**config.mk**
```make
export PLATFORM = sky130hd
export DESIGN_NAME = psc_sequencer
export DESIGN_NICKNAME = d
export VERILOG_FILES = /design/src/psc_pkg.sv /design/src/psc_sequencer.sv /design/src/psc_slot_mem.sv
export SDC_FILE = /design/constraint.sdc
export NUM_CORES = 1
export LEC_CHECK = 0
export ABC_AREA = 0
export BUFFER_PORTS_ARGS = -buffer_cell sky130_fd_sc_hd__buf_2
export CORE_ASPECT_RATIO = 1.1
export CORE_MARGIN = 1
export CORE_UTILIZATION = 55
export CTS_BUF_LIST = sky130_fd_sc_hd__clkbuf_4
export CTS_CLUSTER_DIAMETER = 60
export CTS_CLUSTER_SIZE = 20
export DETAILED_ROUTE_END_ITERATION = 10
export PLACE_DENSITY_LB_ADDON = 0.2
export REMOVE_ABC_BUFFERS = 1
export SLEW_MARGIN = 30
export SYNTH_ARGS = -nofsm -noshare
export SYNTH_HDL_FRONTEND = slang
export SYNTH_HIERARCHICAL = 1
export SYNTH_SLANG_ARGS = --single-unit
```
**constraint.sdc**
```tcl
create_clock -name i_ref_clk -period 3.3 [get_ports i_ref_clk]
set_input_delay 0.495 -clock i_ref_clk [delete_from_list [all_inputs] [get_ports i_ref_clk]]
set_output_delay 0.495 -clock i_ref_clk [all_outputs]
set_load 0.02 [all_outputs]
```
**src/psc_pkg.sv**
```systemverilog
// Constants, field layouts and types for the power sequencer slot configuration.
// Assumes a single 250 MHz clock and a host reaching the registers over I2C.
package psc_pkg;
  // I2C target address and register map
  localparam logic [6:0] I2C_TARGET_ADDR = 7'h3c;
  localparam logic [7:0] MASTER_CFG_FIRST = 8'h43;
  localparam logic [7:0] MASTER_CFG_LAST = 8'h45;
  localparam logic [7:0] SLAVE_CFG_FIRST = 8'h46;
  localparam logic [7:0] SLAVE_CFG_LAST = 8'h57;
  localparam int NUM_SLAVES = 18;
  localparam int NUM_MASTERS = 3;
  // Slave register fields
  localparam int SRC_MSB = 7;
  localparam int SRC_LSB = 6;
  localparam int PU_MSB = 5;
  localparam int PU_LSB = 3;
  localparam int PD_MSB = 2;
  localparam int PD_LSB = 0;
  localparam logic [1:0] SRC_UNASSIGNED = 2'h3;
  // Master register fields (bits 7:6 reserved, read as zero)
  localparam int PERIOD_MSB = 5;
  localparam int PERIOD_LSB = 3;
  localparam int ESRC_MSB = 2;
  localparam int ESRC_LSB = 1;
  localparam int SOFT_EN_BIT = 0;
  localparam int MASTER_CFG_W = 6;
  localparam logic [1:0] ESRC_FIRST = 2'h0;
  localparam logic [1:0] ESRC_SECOND = 2'h1;
  localparam logic [1:0] ESRC_SOFT = 2'h2;
  localparam logic [2:0] LAST_SLOT = 3'h7;
  // Slave index layout of the outputs
  localparam int LIN_FIRST = 0;
  localparam int LIN_COUNT = 9;
  localparam int BUCK_FIRST = 9;
  localparam int BUCK_COUNT = 5;
  localparam int GPIO_FIRST = 14;
  localparam int GPIO_COUNT = 3;
  localparam int RESET_IDX = 17;
  // Reset values before the first shutdown reload
  localparam logic [7:0] CFG_RST = 8'h00;
  localparam logic [4:0] SYNC_RST = 5'h13;
  // Slot timer base period
  localparam int SLOT_BASE_US = 40;
  localparam int CLK_MHZ = 250;
  localparam int SLOT_BASE_CYCLES = SLOT_BASE_US * CLK_MHZ;
  localparam int TMR_W = 24;
  // I2C target states
  typedef enum logic [2:0] {
    ST_IDLE = 3'b000,
    ST_ADDR = 3'b001,
    ST_REG = 3'b010,
    ST_WRITE = 3'b011,
    ST_READ = 3'b100,
    ST_RACK = 3'b101
  } psc_i2c_state_t;
endpackage

```
**src/psc_sequencer.sv**
```systemverilog
// I2C-reached slot configuration and three sequencer masters driving 18 outputs.
// Assumes i_global_shutdown and power-mode inputs are same-clock logic; pins are async.
`timescale 1ns/100ps
module psc_sequencer #(
  parameter int SLOT_BASE_CYCLES = psc_pkg::SLOT_BASE_CYCLES
) (
  input wire logic i_ref_clk,
  input wire logic i_resetn,
  input wire logic i_scl,
  input wire logic i_sda,
  output logic o_sda_out,
  output logic o_sda_oe,
  input wire logic i_global_shutdown,
  input wire logic [psc_pkg::NUM_SLAVES*8-1:0] i_otp_slave_cfg,
  input wire logic [psc_pkg::NUM_MASTERS*psc_pkg::MASTER_CFG_W-1:0] i_otp_master_cfg,
  input wire logic i_hw_enable_input_zero,
  input wire logic i_hw_enable_input_one,
  input wire logic [psc_pkg::LIN_COUNT-1:0] i_linear_reg_power_mode,
  input wire logic [psc_pkg::BUCK_COUNT-1:0] i_buck_power_mode,
  input wire logic [psc_pkg::GPIO_COUNT-1:0] i_gpio_output_level,
  input wire logic i_reset_in_out_pin,
  output logic [psc_pkg::NUM_SLAVES-1:0] o_output_enable
);
  localparam int NS = psc_pkg::NUM_SLAVES;
  localparam int NM = psc_pkg::NUM_MASTERS;
  localparam int TW = psc_pkg::TMR_W;
  localparam logic [TW-1:0] BASE = TW'(SLOT_BASE_CYCLES);

  function automatic logic in_range(input logic [7:0] a, input logic [7:0] lo,
                                    input logic [7:0] hi);
    in_range = (a >= lo) && (a <= hi);
  endfunction

  function automatic logic [TW-1:0] reload(input logic [2:0] code);
    reload = (BASE << code) - TW'(1);
  endfunction

  function automatic logic slot_on(input logic up, input logic [2:0] slot,
                                   input logic [2:0] pu, input logic [2:0] pd);
    slot_on = up ? (slot >= pu) : (slot < pd);
  endfunction

  // Pin synchronisers: bit 0 scl, 1 sda, 2 hw0, 3 hw1, 4 reset pin
  logic [4:0] s1_r, s2_r, s3_r, filt_r, filt_d_r, filt_nxt;
  always_comb begin
    for (int b = 0; b < 5; b++) begin
      filt_nxt[b] = (s2_r[b] == s3_r[b]) ? s3_r[b] : filt_r[b];
    end
  end
  always_ff @(posedge i_ref_clk or negedge i_resetn) begin
    if (!i_resetn) begin
      s1_r <= psc_pkg::SYNC_RST;
      s2_r <= psc_pkg::SYNC_RST;
      s3_r <= psc_pkg::SYNC_RST;
      filt_r <= psc_pkg::SYNC_RST;
      filt_d_r <= psc_pkg::SYNC_RST;
    end else begin
      s1_r <= {i_reset_in_out_pin, i_hw_enable_input_one, i_hw_enable_input_zero, i_sda, i_scl};
      s2_r <= s1_r;
      s3_r <= s2_r;
      filt_r <= filt_nxt;
      filt_d_r <= filt_r;
    end
  end

  logic scl_rise, scl_fall, bus_start, bus_stop, sda_in;
  assign sda_in = filt_r[1];
  assign scl_rise = filt_r[0] & ~filt_d_r[0];
  assign scl_fall = ~filt_r[0] & filt_d_r[0];
  assign bus_start = filt_r[0] & filt_d_r[0] & ~filt_r[1] & filt_d_r[1];
  assign bus_stop = filt_r[0] & filt_d_r[0] & filt_r[1] & ~filt_d_r[1];

  // Register file access
  psc_pkg::psc_i2c_state_t st_r, st_nxt;
  logic [3:0] cnt_r, cnt_nxt;
  logic [7:0] sh_r, sh_nxt, ptr_r, ptr_nxt, rd_mux, mem_rd;
  logic ack_r, ack_nxt, rw_r, rw_nxt, oe_r, oe_nxt, mack_r, mack_nxt, wr_en;
  logic [5:0] mcfg_r [NM];
  logic [NS*8-1:0] slave_all;
  logic mem_wr, slave_hit, master_hit;
  logic [4:0] slave_idx;
  logic [1:0] master_idx;

  assign slave_hit = in_range(ptr_r, psc_pkg::SLAVE_CFG_FIRST, psc_pkg::SLAVE_CFG_LAST);
  assign master_hit = in_range(ptr_r, psc_pkg::MASTER_CFG_FIRST, psc_pkg::MASTER_CFG_LAST);
  assign slave_idx = 5'(ptr_r - psc_pkg::SLAVE_CFG_FIRST);
  assign master_idx = 2'(ptr_r - psc_pkg::MASTER_CFG_FIRST);
  assign mem_wr = wr_en & slave_hit;

  // Read data: reserved master bits and unmapped addresses read zero
  always_comb begin
    if (master_hit) begin
      rd_mux = {2'h0, mcfg_r[master_idx]};
    end else if (slave_hit) begin
      rd_mux = mem_rd;
    end else begin
      rd_mux = 8'h00;
    end
  end

  psc_slot_mem #(.N(NS), .W(8), .AW(5)) u_mem (
    .i_ref_clk(i_ref_clk),
    .i_resetn(i_resetn),
    .i_load(i_global_shutdown),
    .i_load_data(i_otp_slave_cfg),
    .i_wr_en(mem_wr),
    .i_wr_idx(slave_idx),
    .i_wr_data(sh_r),
    .i_rd_idx(slave_idx),
    .o_rd_data(mem_rd),
    .o_all(slave_all)
  );

  // I2C target: bits sampled on scl rise, sda changed on scl fall
  always_comb begin
    st_nxt = st_r;
    cnt_nxt = cnt_r;
    sh_nxt = sh_r;
    ptr_nxt = ptr_r;
    ack_nxt = ack_r;
    rw_nxt = rw_r;
    oe_nxt = oe_r;
    mack_nxt = mack_r;
    wr_en = 1'b0;
    if (bus_start) begin
      st_nxt = psc_pkg::ST_ADDR;
      cnt_nxt = 4'h0;
      ack_nxt = 1'b0;
      oe_nxt = 1'b0;
    end else if (bus_stop) begin
      st_nxt = psc_pkg::ST_IDLE;
      ack_nxt = 1'b0;
      oe_nxt = 1'b0;
    end else if (st_r != psc_pkg::ST_IDLE) begin
      if (scl_rise) begin
        if (st_r == psc_pkg::ST_RACK) begin
          mack_nxt = ~sda_in;
        end else if (st_r == psc_pkg::ST_READ) begin
          cnt_nxt = cnt_r + 4'h1;
        end else if (!ack_r) begin
          sh_nxt = {sh_r[6:0], sda_in};
          cnt_nxt = cnt_r + 4'h1;
        end
      end else if (scl_fall) begin
        if (ack_r) begin
          ack_nxt = 1'b0;
          oe_nxt = 1'b0;
          cnt_nxt = 4'h0;
          if (st_r == psc_pkg::ST_ADDR && rw_r) begin
            st_nxt = psc_pkg::ST_READ;
            sh_nxt = rd_mux;
            oe_nxt = ~rd_mux[7];
          end else if (st_r == psc_pkg::ST_ADDR) begin
            st_nxt = psc_pkg::ST_REG;
          end else if (st_r == psc_pkg::ST_REG) begin
            st_nxt = psc_pkg::ST_WRITE;
          end
        end else if (st_r == psc_pkg::ST_READ) begin
          if (cnt_r == 4'h8) begin
            oe_nxt = 1'b0;
            st_nxt = psc_pkg::ST_RACK;
            ptr_nxt = ptr_r + 8'h01;
          end else begin
            sh_nxt = {sh_r[6:0], 1'b0};
            oe_nxt = ~sh_r[6];
          end
        end else if (st_r == psc_pkg::ST_RACK) begin
          if (mack_r) begin
            st_nxt = psc_pkg::ST_READ;
            sh_nxt = rd_mux;
            oe_nxt = ~rd_mux[7];
            cnt_nxt = 4'h0;
          end else begin
            st_nxt = psc_pkg::ST_IDLE;
          end
        end else if (cnt_r == 4'h8) begin
          ack_nxt = 1'b1;
          oe_nxt = 1'b1;
          if (st_r == psc_pkg::ST_ADDR) begin
            rw_nxt = sh_r[0];
            if (sh_r[7:1] != psc_pkg::I2C_TARGET_ADDR) begin
              st_nxt = psc_pkg::ST_IDLE;
              ack_nxt = 1'b0;
              oe_nxt = 1'b0;
            end
          end else if (st_r == psc_pkg::ST_REG) begin
            ptr_nxt = sh_r;
          end else begin
            wr_en = 1'b1;
            ptr_nxt = ptr_r + 8'h01;
          end
        end
      end
    end
  end

  always_ff @(posedge i_ref_clk or negedge i_resetn) begin
    if (!i_resetn) begin
      st_r <= psc_pkg::ST_IDLE;
      cnt_r <= 4'h0;
      sh_r <= 8'h00;
      ptr_r <= 8'h00;
      ack_r <= 1'b0;
      rw_r <= 1'b0;
      oe_r <= 1'b0;
      mack_r <= 1'b0;
    end else begin
      st_r <= st_nxt;
      cnt_r <= cnt_nxt;
      sh_r <= sh_nxt;
      ptr_r <= ptr_nxt;
      ack_r <= ack_nxt;
      rw_r <= rw_nxt;
      oe_r <= oe_nxt;
      mack_r <= mack_nxt;
    end
  end

  assign o_sda_out = 1'b0;
  assign o_sda_oe = oe_r;

  // Sequencer masters: configuration, enable source and slot timers
  logic [5:0] mcfg_nxt [NM];
  logic up_r [NM], up_nxt [NM], en_d_r [NM], m_en [NM];
  logic [2:0] slot_r [NM], slot_nxt [NM];
  logic [TW-1:0] tmr_r [NM], tmr_nxt [NM];
  always_comb begin
    for (int m = 0; m < 2; m++) begin
      case (mcfg_r[m][psc_pkg::ESRC_MSB:psc_pkg::ESRC_LSB])
        psc_pkg::ESRC_FIRST: m_en[m] = filt_r[2];
        psc_pkg::ESRC_SECOND: m_en[m] = filt_r[3];
        psc_pkg::ESRC_SOFT: m_en[m] = mcfg_r[m][psc_pkg::SOFT_EN_BIT];
        default: m_en[m] = 1'b0;
      endcase
    end
    case (mcfg_r[2][psc_pkg::ESRC_MSB:psc_pkg::ESRC_LSB])
      psc_pkg::ESRC_FIRST: m_en[2] = m_en[0];
      psc_pkg::ESRC_SECOND: m_en[2] = m_en[1];
      psc_pkg::ESRC_SOFT: m_en[2] = mcfg_r[2][psc_pkg::SOFT_EN_BIT];
      default: m_en[2] = 1'b0;
    endcase
    for (int m = 0; m < NM; m++) begin
      mcfg_nxt[m] = mcfg_r[m];
      up_nxt[m] = up_r[m];
      slot_nxt[m] = slot_r[m];
      tmr_nxt[m] = tmr_r[m];
      if (i_global_shutdown) begin
        mcfg_nxt[m] = i_otp_master_cfg[m*6 +: 6];
      end else if (wr_en && master_hit && master_idx == 2'(m)) begin
        mcfg_nxt[m] = sh_r[5:0];
      end
      if (m_en[m] != en_d_r[m]) begin
        up_nxt[m] = m_en[m];
        slot_nxt[m] = 3'h0;
        tmr_nxt[m] = reload(mcfg_r[m][psc_pkg::PERIOD_MSB:psc_pkg::PERIOD_LSB]);
      end else if (slot_r[m] != psc_pkg::LAST_SLOT) begin
        if (tmr_r[m] == '0) begin
          slot_nxt[m] = slot_r[m] + 3'h1;
          tmr_nxt[m] = reload(mcfg_r[m][psc_pkg::PERIOD_MSB:psc_pkg::PERIOD_LSB]);
        end else begin
          tmr_nxt[m] = tmr_r[m] - TW'(1);
        end
      end
    end
  end

  always_ff @(posedge i_ref_clk or negedge i_resetn) begin
    if (!i_resetn) begin
      for (int m = 0; m < NM; m++) begin
        mcfg_r[m] <= 6'h00;
        up_r[m] <= 1'b0;
        en_d_r[m] <= 1'b0;
        slot_r[m] <= psc_pkg::LAST_SLOT;
        tmr_r[m] <= '0;
      end
    end else begin
      for (int m = 0; m < NM; m++) begin
        mcfg_r[m] <= mcfg_nxt[m];
        up_r[m] <= up_nxt[m];
        en_d_r[m] <= m_en[m];
        slot_r[m] <= slot_nxt[m];
        tmr_r[m] <= tmr_nxt[m];
      end
    end
  end

  // Output enables: sequenced by a master, or own source when unassigned
  logic [NS-1:0] local_en, out_r, out_nxt;
  assign local_en = {filt_r[4], i_gpio_output_level, i_buck_power_mode, i_linear_reg_power_mode};
  always_comb begin
    for (int k = 0; k < NS; k++) begin
      logic [7:0] c;
      c = slave_all[k*8 +: 8];
      if (c[psc_pkg::SRC_MSB:psc_pkg::SRC_LSB] == psc_pkg::SRC_UNASSIGNED) begin
        out_nxt[k] = local_en[k];
      end else begin
        out_nxt[k] = slot_on(up_r[c[psc_pkg::SRC_MSB:psc_pkg::SRC_LSB]],
                             slot_r[c[psc_pkg::SRC_MSB:psc_pkg::SRC_LSB]],
                             c[psc_pkg::PU_MSB:psc_pkg::PU_LSB], c[psc_pkg::PD_MSB:psc_pkg::PD_LSB]);
      end
    end
  end
  always_ff @(posedge i_ref_clk or negedge i_resetn) begin
    if (!i_resetn) begin
      out_r <= '0;
    end else begin
      out_r <= out_nxt;
    end
  end
  assign o_output_enable = out_r;
endmodule

```
**src/psc_slot_mem.sv**
```systemverilog
// Storage for the eighteen slave configuration bytes.
// Assumes write and reload strobes from the same clock domain.
`timescale 1ns/100ps
module psc_slot_mem #(
  parameter int N = 18,
  parameter int W = 8,
  parameter int AW = 5
) (
  input wire logic i_ref_clk,
  input wire logic i_resetn,
  input wire logic i_load,
  input wire logic [N*W-1:0] i_load_data,
  input wire logic i_wr_en,
  input wire logic [AW-1:0] i_wr_idx,
  input wire logic [W-1:0] i_wr_data,
  input wire logic [AW-1:0] i_rd_idx,
  output logic [W-1:0] o_rd_data,
  output logic [N*W-1:0] o_all
);
  logic [W-1:0] mem_r [N];
  logic [W-1:0] mem_nxt [N];
  logic [W-1:0] rd_r;
  logic [W-1:0] rd_nxt;

  // Next contents: reload wins over a host write
  always_comb begin
    for (int k = 0; k < N; k++) begin
      mem_nxt[k] = mem_r[k];
      o_all[k*W +: W] = mem_r[k];
      if (i_load) begin
        mem_nxt[k] = i_load_data[k*W +: W];
      end else if (i_wr_en && (i_wr_idx == AW'(k))) begin
        mem_nxt[k] = i_wr_data;
      end
    end
    rd_nxt = (i_rd_idx < AW'(N)) ? mem_r[i_rd_idx] : '0;
  end

  // Register the array and the read port
  always_ff @(posedge i_ref_clk or negedge i_resetn) begin
    if (!i_resetn) begin
      for (int k = 0; k < N; k++) begin
        mem_r[k] <= psc_pkg::CFG_RST;
      end
      rd_r <= '0;
    end else begin
      for (int k = 0; k < N; k++) begin
        mem_r[k] <= mem_nxt[k];
      end
      rd_r <= rd_nxt;
    end
  end

  assign o_rd_data = rd_r;
endmodule

```
==> flow_metrics.py, run 1 <==
metrics = {
    "finish": {
        "final_cell_mix": "nand2_1 (337), dfrtp_1 (299), o21ai_0 (296)",
        "areaGrowthSynthToFinish_pct": 17.5,
        "nNetsFinal": 3224,
        "drive_gt1_share_pct": 15.8,
        "final_common_cell": "nand2_1",
    },
    "clock_network": {
        "path_clk_slew_ns": 0.15,
        "cts_tree": "done",
        "post_cts_buffers": 0,
        "clockBufferDepth": 3,
        "clkLatencyLatePin_ns": 0.86,
        "cts-htree-levels": 2,
        "clockRootBuffer": "clkbuf_4",
        "cts_buffers": 34,
        "numClockSinks": 324,
    },
    "yosys": {
        "yosysWarnings": 6,
        "netlist.area_leader.share_pct": 33.0,
        "synth-main-ff-cell": "dfrtp_1",
        "yosysUniqueCellTypes": 76,
        "synth_area_leader_cell": "dfrtp_1",
        "synth_seq_cells": 324,
        "synth-async-reset-ratio_pct": 100,
        "synth.avg_cell_area_um2": 8.88,
        "synth_area_leaders": "dfrtp_1 (33%), mux2i_1 (12%), ha_1 (8.0%)",
        "synthCells": 2568,
        "synth_edf_count": 0,
        "ys_seq_area_share_pct": 35.7,
        "netlist_area_mm2": 0.0228,
    },
    "timing": {
        "worst_pin_slew_ns": 0.997,
        "slew_headroom_pct": 33.3,
        "max_freq_ghz": 0.323,
        "rsz0062_at_grt": "no",
        "setup_viol_count_final": 0,
        "finalHoldViolCount": 0,
        "min_period_over_period_pct": 93.8,
        "period_minus_slack_ns": 3.09,
        "drv_slew": 0,
        "tns_ns": 0,
        "finClkSkew_ns": 0.102,
    },
    "power": {
        "p_int_w": 0.00674,
        "power.switching_w": 0.00445,
        "power_frac_comb_pct": 29.8,
        "pwr-share-seq_pct": 48.8,
        "power_w": 0.0112,
        "leakagePower_nw": 12.3,
        "p_sw_share_pct": 39.7,
        "ir_drop_mv": 0.359,
        "power_frac_clock_pct": 21.5,
        "power.density_mw_per_mm2": 418,
    },
    "setup_path": {
        "crit_required_ns": 3.96,
        "cp-end-kind": "flop",
        "rr_startpoint": "ptr_r[0]",
        "critical_path_class": "reg2reg",
        "cp-startpoint": "ptr_r[0]",
        "critPathArrivalTime_ns": 3.76,
        "path_max_fanout": 16,
        "start_kind": "flop",
    },
    "route": {
        "wire_per_inst_um": 21.4,
        "drt_first_pass_iters": 6,
        "ant_nets": 0,
        "wl_um": 74100,
        "viasPerCell": 6.24,
        "remaining_drc_errors": 0,
        "num_vias": 21636,
        "first_iter_violations": 2278,
    },
    "run": {
        "drv_cap": 0,
    },
    "global_route": {
        "grt.overflow.total": 0,
        "grt_pass1_vias": 20864,
        "grt_first_pass_wirelength_um": 117000,
        "antenna_found_initial": 1,
        "grt_max_degree": 122,
        "grt_usage_pct": 35.1,
    },
    "worst_hold_path": {
        "holdCritStartpoint": "i_linear_reg_power_mode[8]",
        "min_path_type": "in2reg",
    },
    "floorplanning": {
        "fp.dieW_um": 196,
        "die_height_um": 216,
        "start_util_pct": 56.2,
        "io_pins": 207,
        "coreArea_mm2": 0.0406,
        "die-area_mm2": 0.0423,
        "fp-row-count": 77,
    },
    "place": {
        "port_buffers": 205,
        "finalWeightedCongestion": 0.962,
        "place_hpwl_um": 49100,
    },
    "outcome": {
        "status": "finished, final reports clean",
    },
}
==> path summary, 6_finish.rpt <==
kind	cells past startpoint	end	slack, ns
worst max-delay path	9	u_mem/o_all[92]	0.21
worst min-delay path	3	o_output_enable[8]	0.06
worst max register to register	9	u_mem/o_all[92]	0.21
worst min register to register	0	s2_r[0]	0.37
max in group asynchronous	3	s2_r[1]	2.05
min in group asynchronous	2	tmr_r[11]	0.32
==> layout make-up <==
type | instances | area (um2)
clock inverters | 23 | 225
clock buffers | 38 | 285
inverters | 113 | 424
flip-flops and latches | 324 | 8140
repair buffers | 461 | 3490
well taps | 553 | 692
diodes | 1 | 2.50
fillers | 3271 | 13800
multi-input cells | 1957 | 13500
==> flip-flops by register name (all words and copies together) (netlist names), 2 cells and up <==
register and cells:
u_mem/o_all 144, s1_r 5, slot_r 9, ptr_r 8, s2_r 5, filt_r 5
cnt_r 4, up_r 3, en_d_r 3, st_r 3, o_output_enable 18, filt_d_r 2
s3_r 5, u_mem/o_rd_data 8, sh_r 8, tmr_r 72, mcfg_r 18
==> worst max-delay path, stage by stage (launching register included) <==
cell	delay, ns
dfrtp_4	0.61
inv_1	0.19
ha_1	0.16
o21ai_0	0.07
a211oi_1	0.38
and3_2	0.40
and4bb_2	0.34
and3_1	0.48
mux2i_1	0.25
o21ai_0	0.09
==> per-layer routing <==
layer / vias to the layer above / part of all wire, % / track usage (%)
li1: 9862 / - / -
met1: 10376 / 41 / 47.6
met2: 1126 / 45 / 54.8
met3: 272 / 9.1 / 6.25
met4: 0 / 4.7 / 16.1
met5: - / 0 / 0
==> power groups by stage <==
stage | Sequential, W | Combinational, W | Clock, W
after floorplan | 0.00539 | 0.00184 | 0
after global placement | 0.00546 | 0.00300 | 0
final | 0.00546 | 0.00333 | 0.00240
after CTS | 0.00542 | 0.00326 | 0.00243
after global routing | 0.00554 | 0.00365 | 0.00258
after detailed placement | 0.00549 | 0.00308 | 0
==> per-stage QoR <==
stage / setup slack, ns / cell area [um2] / hold WS [ns] / std cells / utilization (%)
final: 0.206 / 26800 / 0.0645 / 3470 / 66.1
after global routing: 0.0133 / 26800 / 0.0427 / 3470 / 66.1
after CTS: 0.0705 / 26800 / 0.00324 / 3469 / 66.0
after detailed placement: 0.0869 / 24400 / 0.348 / 3224 / 60.2
after global placement: 0.193 / 24400 / 0.337 / 3224 / 60.2
after floorplan: -1.39 / 22100 / 0.199 / 2394 / -
==> synth_stat cells (all sizes together), types with 33 or more instances <==
library cell  number
o21ai            299
dfrtp            301
nor3              50
nor2b             54
nand2            344
inv              113
clkbuf           124
buf               50
nand3             46
mux2i            282
a31oi             33
mux2              45
ha               146
a21oi            121
nor2             134
==> kinds of logic after synthesis <==
logic type | after synthesis | share of synthesized area (%)
AOI/OAI and AO/OA | 638 | 16.7
xor gates and xnor gates | 28 | 1.08
other | 1 | 0.0164
buffers and inverters | 287 | 5.05
adders and majority gates | 153 | 8.32
muxes | 347 | 16.6
and+or+nand+nor | 790 | 16.6
DFF | 324 | 35.7
==> what timing repair did <==
action | in CTS | in global routing
hold buffers | 184 | 0
gates resized for setup | 0 | 3
hold endpoints to repair | 255 | 0
setup endpoints to repair | 0 | 30
(Power assumes the default switching activity.)
==> run 2: changes to the inputs <==
--- a/config.mk
+++ b/config.mk
@@ -9,7 +9,7 @@
 export BUFFER_PORTS_ARGS = -buffer_cell sky130_fd_sc_hd__buf_2
 export CORE_ASPECT_RATIO = 1.1
 export CORE_MARGIN = 1
-export CORE_UTILIZATION = 55
+export CORE_UTILIZATION = 50
 export CTS_BUF_LIST = sky130_fd_sc_hd__clkbuf_4
 export CTS_CLUSTER_DIAMETER = 60
 export CTS_CLUSTER_SIZE = 20
==> run 2 against run 1 <==
Compared with the run above: via count decreased by 0.82%; flip-flop and latch count unchanged; utilization decreased by 5.7 points; critical path depth decreased by 1; count of clock-buffer cells in the layout decreased by 7; critical endpoint is now u_mem/o_all[99]; critical path type unchanged; global-route usage decreased by 2.7 points; cell count increased by 1.2%.
==> flow_metrics.py, run 2 (synthesis results as in run 1) <==
metrics = {
    "outcome": {
        "status": "finished, final reports clean",
    },
    "finish": {
        "fill_cells": 3809,
        "stdcell_area_mm2": 0.0270,
        "largest_reg_flops": 144,
        "final_core_util_pct": 60.4,
        "final_cell_mix": "nand2_1 (338), dfrtp_1 (298), o21ai_0 (296)",
        "final_common_cell": "nand2_1",
        "nNetsFinal": 3238,
        "stdcell_count": 3511,
        "areaGrowthSynthToFinish_pct": 18.3,
        "drive_gt1_share_pct": 16.1,
    },
    "setup_path": {
        "r2r-end": "u_mem/o_all[99]",
        "crit_required_ns": 4.12,
        "critPathArrivalTime_ns": 3.94,
        "cp-end-kind": "flop",
        "rr_startpoint": "filt_r[1]",
        "reg2reg_depth": 8,
        "rrSetupSlack_ns": 0.19,
        "path_max_fanout": 11,
        "critical_path_class": "reg2reg",
        "start_kind": "flop",
    },
    "timing": {
        "rsz0062_at_grt": "yes",
        "finClkSkew_ns": 0.101,
        "max_freq_ghz": 0.321,
        "setup_viol_count_final": 0,
        "postLayoutSetupSlackWorst_ns": 0.186,
        "worst_pin_slew_ns": 0.947,
        "hold_slack_ns": 0.210,
        "slew_headroom_pct": 36.6,
        "period_minus_slack_ns": 3.11,
        "finalHoldViolCount": 0,
        "min_period_over_period_pct": 94.4,
        "drv_slew": 0,
    },
    "route": {
        "drt_first_pass_iters": 6,
        "wl_um": 76400,
        "num_vias": 21458,
        "remaining_drc_errors": 0,
        "viasPerCell": 6.11,
        "wire_per_inst_um": 21.8,
        "ant_nets": 0,
        "first_iter_violations": 2173,
    },
    "power": {
        "power.density_mw_per_mm2": 419,
        "ir_drop_mv": 0.348,
        "leakagePower_nw": 12.4,
    },
    "place": {
        "place_hpwl_um": 50900,
        "post-place-ws_ns": 0.203,
        "dpl_cell_area_mm2": 0.0246,
        "placedCellCount": 3268,
        "finalWeightedCongestion": 0.954,
        "port_buffers": 205,
    },
    "clock_network": {
        "clockRootBuffer": "clkbuf_4",
        "cts_buffers": 31,
        "clkLatencyLatePin_ns": 0.90,
        "clockBufferDepth": 3,
        "cts_tree": "done",
        "cts-htree-levels": 1,
        "post_cts_buffers": 0,
        "path_clk_slew_ns": 0.19,
        "numClockSinks": 324,
    },
    "floorplanning": {
        "die_height_um": 226,
        "start_util_pct": 51.0,
        "die-area_mm2": 0.0465,
        "coreArea_mm2": 0.0447,
        "fp-row-count": 81,
        "io_pins": 207,
        "fp.dieW_um": 206,
    },
    "global_route": {
        "grt_max_degree": 116,
        "grt_first_pass_wirelength_um": 117000,
        "antenna_found_initial": 1,
        "grt_usage_pct": 32.4,
        "grt_pass1_vias": 20891,
        "grt.overflow.total": 0,
    },
    "worst_hold_path": {
        "min_path_type": "in2async",
    },
    "run": {
        "drv_cap": 0,
    },
}
[run 2: cell types whose count changed in the layout (fill, tap and decap cells not counted), moves of 2 or more]
cell,before,now
clkbuf_4,38,31
clkinvlp_4,4,1
inv_12,2,4
bufinv_16,0,2
buf_4,66,82
[run 2: worst max-delay path by stage]
stage	cells after the start	from	slack, ns	endpoint
CTS	8	filt_r[1]	0.15	u_mem/o_all[89]
floorplan	8	ptr_r[0]	-1.39	mcfg_r[0]
finish	8	filt_r[1]	0.19	u_mem/o_all[99]
global route	8	filt_r[1]	-0.0006	u_mem/o_all[23]
global placement	8	filt_r[1]	0.25	u_mem/o_all[96]
detailed placement	8	filt_r[1]	0.20	u_mem/o_all[99]
[run 2: critical path, stage by stage, from the launching register on]
cell	delay, ns
dfstp_2	0.68
xor2_1	0.11
and2_1	0.21
nor4_2	0.37
and3_1	0.45
nand4b_1	0.40
nand2b_1	0.49
mux2i_1	0.19
o21ai_0	0.20
[run 2: layout make-up]
cell class                 instances  area, um2  area share (%)
sequential                       324       8140            30.2
clock inverter                    26        312            1.15
timing repair buffer             478       3620            13.4
inverter                         113        424            1.57
antenna                            1       2.50         0.00927
clock buffer                      31        233           0.862
tap                              581        727            2.69
multi-input combinational       1957      13500            50.1
[run 2: report_power, final]
group          switching [W]  internal [W]
logic                0.00186       0.00146
registers           0.000891       0.00461
clock network        0.00170      0.000772
total                0.00445       0.00685
[run 2: routing by layer]
layer / global-route usage [%] / vias up / wire length, um
met3: 3.80 / 203 / 5850
met2: 53.0 / 992 / 35900
li1: - / 9870 / -
met1: 43.1 / 10393 / 31100
met5: 0 / - / 0
met4: 14.4 / 0 / 3540
[run 2: timing repair]
action | 4_1_cts | 5_1_grt
endpoints found under the hold margin | 244 | 0
resized for setup | 0 | 1
endpoints found under the setup margin | 0 | 2
hold buffers | 185 | 0
[run 2: stage by stage]
step	TNS, ns	total power, W
finish	0	0.0113
global route	-0.000583	0.0119
CTS	0	0.0113
detailed placement	0	0.00863
global placement	0	0.00853
floorplan	-181.82	0.00723
